[src/reader_regs_cfg.svh]
// Constants of the reader FIFO and test register group.
// Assumes inclusion by the package and reader_fifo_regs by bare name.
`ifndef READER_REGS_CFG_SVH
`define READER_REGS_CFG_SVH

// ----------------------------------------
// Register offsets
// ----------------------------------------
`define OFS_TEST_PATH 5'h1A
`define OFS_TEST_MODE 5'h1B
`define OFS_FIFO_STATUS 5'h1C
`define OFS_TX_COUNT_HIGH 5'h1D
`define OFS_TX_COUNT_LOW 5'h1E
`define OFS_FIFO_DATA 5'h1F

// ----------------------------------------
// Reset values
// ----------------------------------------
`define RST_TEST_PATH 8'h00
`define RST_TEST_MODE 8'h00
`define RST_TX_COUNT 8'h00

// ----------------------------------------
// test_path_control fields
// ----------------------------------------
`define BIT_SUBC_IN 7
`define BIT_SUBC_OUT 6
`define BIT_DIRECT_MOD 5
`define BIT_STAGE_SEL 4
`define BIT_STAGE2_LOW 3
`define BIT_STAGE1_LOW 2
`define BIT_FOLLOWER_TEST 1
`define BIT_AGC_TEST 0

// ----------------------------------------
// test_mode_control fields
// ----------------------------------------
`define BIT_RF_AMP_TEST 7
`define BIT_IO_TEST1 3
`define BIT_IO_TEST0 2
`define BIT_DEC_TEST 1
`define BIT_FAST_CLOCK 0

// ----------------------------------------
// fifo_level_status fields
// ----------------------------------------
`define BIT_FIFO_RESERVED 7
`define BIT_FIFO_HIGH 6
`define BIT_FIFO_LOW 5
`define BIT_FIFO_OVERFLOW 4
`define FIFO_COUNT_MSB 3

// ----------------------------------------
// tx_byte_count_low fields
// ----------------------------------------
`define BIT_PARTIAL_FLAG 0
`define PARTIAL_BITS_MSB 3
`define PARTIAL_BITS_LSB 1

// ----------------------------------------
// FIFO sizing and levels
// ----------------------------------------
`define FIFO_DEPTH 12
`define FIFO_HIGH_LEVEL 9
`define FIFO_LOW_LEVEL 3

`endif

[src/reader_regs_pkg.sv]
// Types shared by the reader FIFO and test register group.
// Assumes the configuration header sits beside it.
`include "reader_regs_cfg.svh"

package reader_regs_pkg;
   // FIFO direction, Gray coded along idle, transmit, receive
   typedef enum logic [1:0] {
      DIR_IDLE = 2'b00,
      DIR_TX = 2'b01,
      DIR_RX = 2'b11
   } fifo_dir_type;
endpackage

[src/fifo_store.sv]
// Byte store of the reader FIFO, one write and one read port.
// Assumes the owner keeps pointers in range; read data is registered.
`timescale 1ns/1ps
`default_nettype none

module fifo_store #(
   parameter int WIDTH = 8,
   parameter int DEPTH = 12,
   parameter int AW = 4
) (
   // Clock
   input wire logic sys_clk,
   // Write port
   input wire logic wrEn,
   input wire logic [AW-1:0] wrAddr,
   input wire logic [WIDTH-1:0] wrData,
   // Read port
   input wire logic rdEn,
   input wire logic [AW-1:0] rdAddr,
   output logic [WIDTH-1:0] rdData
);
   logic [WIDTH-1:0] mem [DEPTH];

   // Storage needs no reset; the pointers decide what is valid
   always_ff @(posedge sys_clk) begin
      if (wrEn) begin
         mem[wrAddr] <= wrData;
      end
   end

   // Registered read
   always_ff @(posedge sys_clk) begin
      if (rdEn) begin
         rdData <= mem[rdAddr];
      end
   end
endmodule

`default_nettype wire

[src/reader_fifo_regs.sv]
// FIFO control and test registers of the reader front-end.
// Assumes a synchronous host register port and sys_clk at 100 MHz.
`timescale 1ns/1ps
`default_nettype none
`include "reader_regs_cfg.svh"

module reader_fifo_regs
   import reader_regs_pkg::*;
#(
   parameter int DEPTH = `FIFO_DEPTH,
   parameter int HIGH_LEVEL = `FIFO_HIGH_LEVEL,
   parameter int LOW_LEVEL = `FIFO_LOW_LEVEL
) (
   // Clock and reset
   input wire logic sys_clk,
   input wire logic rst,
   input wire logic chipEn,
   // Host register port
   input wire logic [4:0] regAddr,
   input wire logic regWrite,
   input wire logic regRead,
   input wire logic [7:0] regWrData,
   output logic [7:0] regRdData,
   output logic regRdValid,
   input wire logic hostStop,
   // Protocol engine status
   input wire logic txActive,
   input wire logic rxActive,
   input wire logic txEof,
   input wire logic fifoClear,
   // Received bytes into the FIFO
   input wire logic rxByteValid,
   input wire logic [7:0] rxByte,
   output logic rxByteReady,
   // Transmit bytes toward the coder
   output logic txDataValid,
   output logic [7:0] txData,
   input wire logic txDataReady,
   // Transmit length to the coder
   output logic [11:0] txByteCount,
   output logic partialByte,
   output logic [2:0] partialBits,
   // Pins
   input wire logic keyingPinIn,
   input wire logic modulationPinIn,
   output logic modulationPinOut,
   output logic modulationPinOe,
   // Analog and decoder steering
   input wire logic internalSubcarrier,
   input wire logic rxSubcarrier,
   input wire logic coderModulation,
   input wire logic [2:0] rssiMainLevel,
   input wire logic [2:0] agcLevel,
   output logic decoderSubcarrier,
   output logic txModulation,
   output logic rxResetReq,
   output logic stageSelect,
   output logic stage1GainReduce,
   output logic stage2GainReduce,
   output logic followerTest,
   output logic rfAmplitudeTest,
   output logic [2:0] rssiMainShown,
   output logic testModeActive,
   output logic coderFastClock,
   output logic fifoEvent
);
   localparam int AW = 4;
   localparam logic [AW:0] DEPTH_C = (AW+1)'(DEPTH);
   localparam logic [AW:0] HIGH_C = (AW+1)'(HIGH_LEVEL);
   localparam logic [AW:0] LOW_C = (AW+1)'(LOW_LEVEL);
   localparam logic [AW-1:0] LAST_C = AW'(DEPTH - 1);

   // ----------------------------------------
   // Decoding and pointer helpers
   // ----------------------------------------
   function automatic logic hits(input logic [4:0] addr, input logic [4:0] ofs);
      hits = (addr == ofs);
   endfunction

   function automatic logic [AW-1:0] bump(input logic [AW-1:0] ptr);
      bump = (ptr == LAST_C) ? 4'h0 : ptr + 4'h1;
   endfunction

   logic [7:0] testPath_r;
   logic [7:0] testMode_r;
   logic [7:0] countHigh_r;
   logic [7:0] countLow_r;
   logic overflow_r;
   logic [AW-1:0] wrPtr_r;
   logic [AW-1:0] rdPtr_r;
   logic [AW:0] level_r;
   logic [AW:0] levelNxt;
   fifo_dir_type dir_r;
   fifo_dir_type dirNxt;
   logic hostWrFifo;
   logic hostRdFifo;
   logic pushEn;
   logic popEn;
   logic fillPop;
   logic [7:0] pushData;
   logic [7:0] memRdData;
   logic fillPending_r;
   logic hostRdFifo_r;
   logic [7:0] regRd_r;
   logic regRdValid_r;
   logic [7:0] statusView;
   logic [7:0] bufData_r [2];
   logic [1:0] bufValid_r;
   logic bufHead_r;
   logic [1:0] bufUsed;
   logic bufTake;

   // ----------------------------------------
   // FIFO direction state
   // ----------------------------------------
   always_comb begin
      dirNxt = dir_r;
      case (dir_r)
         DIR_IDLE: begin
            if (txActive) begin
               dirNxt = DIR_TX;
            end else if (rxActive) begin
               dirNxt = DIR_RX;
            end
         end
         DIR_TX: begin
            if (!txActive) begin
               dirNxt = rxActive ? DIR_RX : DIR_IDLE;
            end
         end
         DIR_RX: begin
            if (!rxActive) begin
               dirNxt = DIR_IDLE;
            end
         end
         default: dirNxt = DIR_IDLE;
      endcase
   end

   always_ff @(posedge sys_clk or posedge rst) begin
      if (rst) begin
         dir_r <= DIR_IDLE;
      end else if (!chipEn) begin
         dir_r <= DIR_IDLE;
      end else begin
         dir_r <= dirNxt;
      end
   end

   // ----------------------------------------
   // Test registers
   // ----------------------------------------
   // Path control: plain read/write, cleared while disabled
   always_ff @(posedge sys_clk or posedge rst) begin
      if (rst) begin
         testPath_r <= `RST_TEST_PATH;
      end else if (!chipEn) begin
         testPath_r <= `RST_TEST_PATH;
      end else if (regWrite && hits(regAddr, `OFS_TEST_PATH)) begin
         testPath_r <= regWrData;
      end
   end

   // Mode control: stop clears the test-entry bits; a write in the same cycle still lands
   always_ff @(posedge sys_clk or posedge rst) begin
      if (rst) begin
         testMode_r <= `RST_TEST_MODE;
      end else if (!chipEn) begin
         testMode_r <= `RST_TEST_MODE;
      end else if (regWrite && hits(regAddr, `OFS_TEST_MODE)) begin
         testMode_r <= regWrData;
      end else if (hostStop) begin
         testMode_r[`BIT_DEC_TEST] <= 1'b0;
         testMode_r[`BIT_IO_TEST1] <= 1'b0;
         testMode_r[`BIT_IO_TEST0] <= 1'b0;
      end
   end

   // ----------------------------------------
   // Pin and analog steering
   // ----------------------------------------
   // Subcarrier path rerouting for direct test access
   assign decoderSubcarrier = testPath_r[`BIT_SUBC_IN] ? keyingPinIn : internalSubcarrier;
   assign modulationPinOe = testPath_r[`BIT_SUBC_OUT];
   assign modulationPinOut = testPath_r[`BIT_SUBC_OUT] & rxSubcarrier;
   // Pin only drives modulation when it is not itself an output
   assign txModulation = (testPath_r[`BIT_DIRECT_MOD] && !testPath_r[`BIT_SUBC_OUT]) ?
                         modulationPinIn : coderModulation;
   assign rxResetReq = testPath_r[`BIT_DIRECT_MOD] & !testPath_r[`BIT_SUBC_OUT] & modulationPinIn;
   assign stageSelect = testPath_r[`BIT_STAGE_SEL];
   assign stage2GainReduce = testPath_r[`BIT_STAGE2_LOW];
   assign stage1GainReduce = testPath_r[`BIT_STAGE1_LOW];
   assign followerTest = testPath_r[`BIT_FOLLOWER_TEST];
   assign rssiMainShown = testPath_r[`BIT_AGC_TEST] ? agcLevel : rssiMainLevel;
   assign rfAmplitudeTest = testMode_r[`BIT_RF_AMP_TEST];
   assign testModeActive = testMode_r[`BIT_DEC_TEST] | testMode_r[`BIT_IO_TEST1] |
                           testMode_r[`BIT_IO_TEST0];
   assign coderFastClock = testMode_r[`BIT_FAST_CLOCK];

   // ----------------------------------------
   // Transmit length registers
   // ----------------------------------------
   // Host write beats the end-of-frame clear so a new length is never lost
   always_ff @(posedge sys_clk or posedge rst) begin
      if (rst) begin
         countHigh_r <= `RST_TX_COUNT;
      end else if (!chipEn) begin
         countHigh_r <= `RST_TX_COUNT;
      end else if (regWrite && hits(regAddr, `OFS_TX_COUNT_HIGH)) begin
         countHigh_r <= regWrData;
      end else if (txEof) begin
         countHigh_r <= `RST_TX_COUNT;
      end
   end

   always_ff @(posedge sys_clk or posedge rst) begin
      if (rst) begin
         countLow_r <= `RST_TX_COUNT;
      end else if (!chipEn) begin
         countLow_r <= `RST_TX_COUNT;
      end else if (regWrite && hits(regAddr, `OFS_TX_COUNT_LOW)) begin
         countLow_r <= regWrData;
      end else if (txEof) begin
         countLow_r <= `RST_TX_COUNT;
      end
   end

   assign txByteCount = {countHigh_r, countLow_r[7:4]};
   assign partialByte = countLow_r[`BIT_PARTIAL_FLAG];
   assign partialBits = countLow_r[`BIT_PARTIAL_FLAG] ?
                        countLow_r[`PARTIAL_BITS_MSB:`PARTIAL_BITS_LSB] : 3'h0;

   // ----------------------------------------
   // FIFO pointers and level
   // ----------------------------------------
   // Host fills during transmit set-up; the receiver fills only while receiving
   assign hostWrFifo = regWrite && hits(regAddr, `OFS_FIFO_DATA);
   assign hostRdFifo = regRead && hits(regAddr, `OFS_FIFO_DATA) && (level_r != 5'h00);
   assign rxByteReady = (dir_r == DIR_RX) && (level_r != DEPTH_C) && !hostWrFifo;
   assign pushEn = (hostWrFifo || (rxByteValid && rxByteReady)) && (level_r != DEPTH_C);
   assign pushData = hostWrFifo ? regWrData : rxByte;
   // Coder side drains through the buffer; host reads take priority
   assign bufUsed = {1'b0, bufValid_r[0]} + {1'b0, bufValid_r[1]} + {1'b0, fillPending_r};
   assign fillPop = (dir_r == DIR_TX) && !hostRdFifo && (level_r != 5'h00) && (bufUsed < 2'h2);
   assign popEn = hostRdFifo || fillPop;

   always_comb begin
      levelNxt = level_r;
      if (pushEn && !popEn) begin
         levelNxt = level_r + 5'h01;
      end else if (popEn && !pushEn) begin
         levelNxt = level_r - 5'h01;
      end
   end

   always_ff @(posedge sys_clk or posedge rst) begin
      if (rst) begin
         wrPtr_r <= 4'h0;
         rdPtr_r <= 4'h0;
         level_r <= 5'h00;
      end else if (!chipEn || fifoClear) begin
         wrPtr_r <= 4'h0;
         rdPtr_r <= 4'h0;
         level_r <= 5'h00;
      end else begin
         if (pushEn) begin
            wrPtr_r <= bump(wrPtr_r);
         end
         if (popEn) begin
            rdPtr_r <= bump(rdPtr_r);
         end
         level_r <= levelNxt;
      end
   end

   // Overflow is sticky until the FIFO is cleared; the event wins over the clear
   always_ff @(posedge sys_clk or posedge rst) begin
      if (rst) begin
         overflow_r <= 1'b0;
      end else if (!chipEn) begin
         overflow_r <= 1'b0;
      end else if (hostWrFifo && (level_r == DEPTH_C)) begin
         overflow_r <= 1'b1;
      end else if (fifoClear) begin
         overflow_r <= 1'b0;
      end
   end

   fifo_store #(
      .WIDTH(8),
      .DEPTH(DEPTH),
      .AW(AW)
   ) u_store (
      .sys_clk(sys_clk),
      .wrEn(pushEn),
      .wrAddr(wrPtr_r),
      .wrData(pushData),
      .rdEn(popEn),
      .rdAddr(rdPtr_r),
      .rdData(memRdData)
   );

   // ----------------------------------------
   // Two-entry transmit buffer
   // ----------------------------------------
   // Room for the read in flight is reserved, so a coder stall never drops a byte
   assign txDataValid = bufValid_r[bufHead_r];
   assign txData = bufData_r[bufHead_r];
   assign bufTake = txDataValid && txDataReady;

   always_ff @(posedge sys_clk or posedge rst) begin
      if (rst) begin
         fillPending_r <= 1'b0;
         bufValid_r <= 2'b00;
         bufHead_r <= 1'b0;
         bufData_r[0] <= 8'h00;
         bufData_r[1] <= 8'h00;
      end else if (!chipEn || fifoClear) begin
         fillPending_r <= 1'b0;
         bufValid_r <= 2'b00;
         bufHead_r <= 1'b0;
      end else begin
         fillPending_r <= fillPop;
         if (bufTake) begin
            bufValid_r[bufHead_r] <= 1'b0;
            bufHead_r <= !bufHead_r;
         end
         if (fillPending_r) begin
            // Empty buffer fills the head, else the tail, so bytes leave in FIFO order
            if (bufValid_r[bufHead_r]) begin
               bufData_r[!bufHead_r] <= memRdData;
               bufValid_r[!bufHead_r] <= 1'b1;
            end else begin
               bufData_r[bufHead_r] <= memRdData;
               bufValid_r[bufHead_r] <= 1'b1;
            end
         end
      end
   end

   // ----------------------------------------
   // Status view and read-back
   // ----------------------------------------
   always_comb begin
      statusView = 8'h00;
      statusView[`BIT_FIFO_RESERVED] = 1'b0;
      statusView[`BIT_FIFO_HIGH] = (dir_r == DIR_RX) && (level_r >= HIGH_C);
      statusView[`BIT_FIFO_LOW] = (dir_r == DIR_TX) && (level_r <= LOW_C);
      statusView[`BIT_FIFO_OVERFLOW] = overflow_r;
      // Empty reads as zero rather than wrapping
      statusView[`FIFO_COUNT_MSB:0] = (level_r == 5'h00) ? 4'h0 : 4'(level_r - 5'h01);
   end

   assign fifoEvent = statusView[`BIT_FIFO_HIGH] | statusView[`BIT_FIFO_LOW];

   // Register reads answer one cycle later; the status register has no write path
   always_ff @(posedge sys_clk or posedge rst) begin
      if (rst) begin
         regRd_r <= 8'h00;
         regRdValid_r <= 1'b0;
         hostRdFifo_r <= 1'b0;
      end else begin
         regRdValid_r <= regRead;
         hostRdFifo_r <= hostRdFifo;
         if (!regRead) begin
            regRd_r <= regRd_r;
         end else if (hits(regAddr, `OFS_TEST_PATH)) begin
            regRd_r <= testPath_r;
         end else if (hits(regAddr, `OFS_TEST_MODE)) begin
            regRd_r <= testMode_r;
         end else if (hits(regAddr, `OFS_FIFO_STATUS)) begin
            regRd_r <= statusView;
         end else if (hits(regAddr, `OFS_TX_COUNT_HIGH)) begin
            regRd_r <= countHigh_r;
         end else if (hits(regAddr, `OFS_TX_COUNT_LOW)) begin
            regRd_r <= countLow_r;
         end else begin
            regRd_r <= 8'h00;
         end
      end
   end

   assign regRdData = hostRdFifo_r ? memRdData : regRd_r;
   assign regRdValid = regRdValid_r;
endmodule

`default_nettype wire

[config.mk]
export PLATFORM = sky130hd
export DESIGN_NAME = reader_fifo_regs
export DESIGN_NICKNAME = d
export VERILOG_FILES = /design/src/reader_regs_pkg.sv /design/src/fifo_store.sv /design/src/reader_fifo_regs.sv
export VERILOG_INCLUDE_DIRS = /design/src /design/src/src
export SDC_FILE = /design/constraint.sdc
export NUM_CORES = 1
export LEC_CHECK = 0
export ABC_AREA = 1
export BUFFER_PORTS_ARGS = -buffer_cell sky130_fd_sc_hd__buf_2
export CORE_MARGIN = 2
export CORE_UTILIZATION = 53
export DETAILED_ROUTE_END_ITERATION = 8
export PLACE_DENSITY = 0.76
export SLEW_MARGIN = 20
export SYNTH_ARGS = -nofsm -noshare
export SYNTH_HDL_FRONTEND = slang
export SYNTH_SLANG_ARGS = --single-unit
[constraint.sdc]
create_clock -name sys_clk -period 2.6 [get_ports sys_clk]
set_input_delay 0.52 -clock sys_clk [delete_from_list [all_inputs] [get_ports sys_clk]]
set_output_delay 0.52 -clock sys_clk [all_outputs]
set_load 0.01 [all_outputs]
==> out/results.ini <==
[placed_design]
gp_congestion = 0.948
dp.final_hpwl_mm = 13.9
portBuffers = 94
place_area_mm2 = 0.00910

[synth]
yosys_warnings = 0
synthXorXnorAreaFrac = 0.00315
syn_avg_cell_area_um2 = 9.31
synthAdderAreaFrac = 0.0165
async_flop_share = 0.429
synth_edf_count = 104
synth_seq_cells = 182
syn-cell-area_mm2 = 0.00835
synth_compound_area_frac = 0.109
synthFlopType = edfxtp_1
synth_cells = 897
syn_nets = 952
synth_top_family_by_area = simple AND/OR/NAND/NOR gates
synth-simple-area-share = 0.204
synthDistinctLibCells = 34
synth-seq-area-share = 0.607
muxShareOfSynthArea = 0

[routing]
vias = 6607
drtIter0Drc = 648
avgRoutedWirePerCell_um = 16.3
drt_first_pass_iters = 5
routed_wl_mm = 19.8
viasPerCell = 5.42
drc = 0
drtAntennaViolNets = 0

[critical_path]
cp_num_buf_inv = 3
path_depth = 6
cp_slowest_cell = dfrtp_1
critPathTopFamily = flip-flops
crit_chain = inv_1 > ha_1 > nand4_1 > inv_1 > nor3_1 > buf_2
max_stage_delay_ns = 0.43
critical_path_class = reg2out
path_max_fanout = 7
arrival_ns = 1.95
cp-start-kind = flip-flop
cp_common_cell = inv_1
required_ns = 2.08
end_kind = output pin
reg2regPathDepth = 12

[clock_tree]
htreeDepth = 4
cts_tree = done
cts_resized = 0
clkLatencyLatePin_ns = 0.43
clock-root-buffer = clkbuf_16
clk_pin_slew_ns = 0.06
cts_sinks = 182
cts_setup_buffers = 0
clock_path_buffers = 2
postCtsHoldBufs = 0
cts_buffers = 17

[finish]
num-fill-cells = 1290
fin_area_mm2 = 0.00968
multi_input_area_mm2 = 0.00277
nets = 1050
diodes = 0
register_area_mm2 = 0.00507
area_growth_pct = 15.9
layout-drive-gt1-share = 0.158
final_util = 0.632

[floorplan]
die_x_um = 130
design.die.area_mm2 = 0.0168
fp.dieH_um = 130
pin_count = 95
start_util = 0.546
rows = 45
core_area_mm2 = 0.0153

[sta]
tns_ns = 0
slew_viol_final = 0
rsz0062_at_grt = no
post-route-period-util = 0.949
fmax_mhz = 405
clock_skew_ns = 0.00695
setup_violations = 0
fin_crit_ns = 2.47
slew_headroom = 0.521
holdWs_ns = 0.194
hold_viol = 0
max_slew.worst_pin.slew_ns = 0.717

[hold_path]
hp-class = in2async

[power_and_ir_drop]
vdd.ir_drop.worst_uv = 574
powerDensity_mw_per_mm2 = 633
leakage_nw = 4.33

[job]
max_cap_viol_count = 0

[grt]
grt_max_degree = 52
grt_pass1_vias = 6232
grt_pass1_wl_mm = 32.0
antenna_found_initial = 0
grt_usage = 0.249
globalRouteOverflowTotal = 0

[outcome]
status = finished clean

sequential cells by signal (all words and copies together) (netlist names), 2 cells and up:
signal and cells:
dir_r 2, bufValid_r 2, bufData_r 16, countHigh_r 8
countLow_r 8, rdPtr_r 4, u_store.mem 96, regRd_r 8
wrPtr_r 4, level_r 5, testPath_r 8, testMode_r 8
u_store.rdData 8
Yosys cell counts (2+ instances only):
library cell | instances | area [um^2]
inv_1 | 78 | 293
inv_2 | 3 | 11.3
dfrtp_1 | 78 | 1950
nand2_2 | 3 | 18.8
clkbuf_1 | 15 | 56.3
nand2_1 | 202 | 758
o22ai_1 | 23 | 144
buf_4 | 5 | 37.5
nand4_1 | 4 | 25.0
ha_1 | 11 | 138
a21oi_1 | 16 | 80.1
nand3_2 | 2 | 20.0
nand3b_1 | 2 | 15.0
o21ai_1 | 2 | 10.0
edfxtp_1 | 104 | 3120
clkinv_1 | 3 | 11.3
buf_2 | 16 | 80.1
buf_1 | 2 | 7.51
nor3_1 | 19 | 95.1
o211ai_1 | 15 | 113
nor2_1 | 122 | 458
xor2_1 | 3 | 26.3
o21ai_0 | 102 | 510
nand3_1 | 57 | 285
worst reg2reg max path: stages (launching register included):
cell,delay (ns)
dfrtp_1,0.44
inv_1,0.20
ha_1,0.23
nand4_1,0.23
nand2_2,0.15
inv_1,0.07
ha_1,0.24
inv_1,0.09
nand3_1,0.08
o21ai_0,0.13
nand3_1,0.13
nand2_1,0.08
nor2_1,0.04
path summary, 6_finish.rpt:
path / to / slack, ns / startpoint
max: rxByteReady / 0.13 / level_r[0]$_DFFE_PP0P_
min: regRd_r[4]$_DFFE_PP0P_ / 0.19 / rst
max reg2reg: level_r[4]$_DFFE_PP0P_ / 0.39 / level_r[0]$_DFFE_PP0P_
min reg2reg: regRd_r[2]$_DFFE_PP0P_ / 0.49 / regRd_r[2]$_DFFE_PP0P_
max in group asynchronous: countHigh_r[5]$_DFFE_PP0P_ / 1.76 / rst
min in group sys_clk: regRdValid$_DFF_PP0_ / 0.24 / regRead
area by class of cell:
| class | count | area share |
|---|---|---|
| well taps | 211 | 0.0273 |
| inverters | 84 | 0.0327 |
| clock inverters | 14 | 0.0155 |
| clock buffers | 18 | 0.0443 |
| repair buffers | 118 | 0.0698 |
| flip-flops and latches | 182 | 0.524 |
| multi-input cells | 592 | 0.286 |
metrics by stage:
stage          cells  worst slack, ns  power, W
2_1_floorplan    897           0.0850   0.00348
4_1_cts         1219            0.106   0.00616
6_report        1219            0.133   0.00613
3_3_place_gp    1187            0.456   0.00366
5_1_grt         1219           0.0200   0.00635
3_5_place_dp    1187            0.306   0.00367
metal layers:
| layer | vias to the layer above | track usage | share of wire |
|---|---|---|---|
| li1 | 3203 | - | - |
| met1 | 3140 | 0.346 | 0.44 |
| met2 | 235 | 0.382 | 0.47 |
| met3 | 29 | 0.0694 | 0.070 |
| met4 | 0 | 0.0829 | 0.020 |
| met5 | - | 0 | 0 |
cells in the final DEF (no fill, tap or decap), types with 3 or more instances in the layout:
cell type,instances
nand2_1,202
nor2_1,122
edfxtp_1,104
o21ai_0,102
buf_2,94
dfrtp_1,78
inv_1,77
nand3_1,57
o22ai_1,23
buf_4,22
nor3_1,19
clkbuf_16,17
a21oi_1,16
o211ai_1,15
ha_1,11
clkinv_1,5
nand4_1,4
xor2_1,3
inv_2,3
nand2_2,3
clkinvlp_4,3
clkinv_4,3
cells by family after synthesis:
family,Yosys count
and+or+nand+nor,414
DFF,182
AOI/OAI and AO/OA,164
buffers and inverters,123
adders and majority gates,11
xor gates and xnor gates,3
power by group:
group          total (W)  internal (W)  switching, W
sequential       0.00314       0.00311     0.0000320
combinational   0.000476      0.000149      0.000327
clock            0.00251       0.00142       0.00109
total            0.00613       0.00468       0.00145
Power figures use the tool's default switching activity.
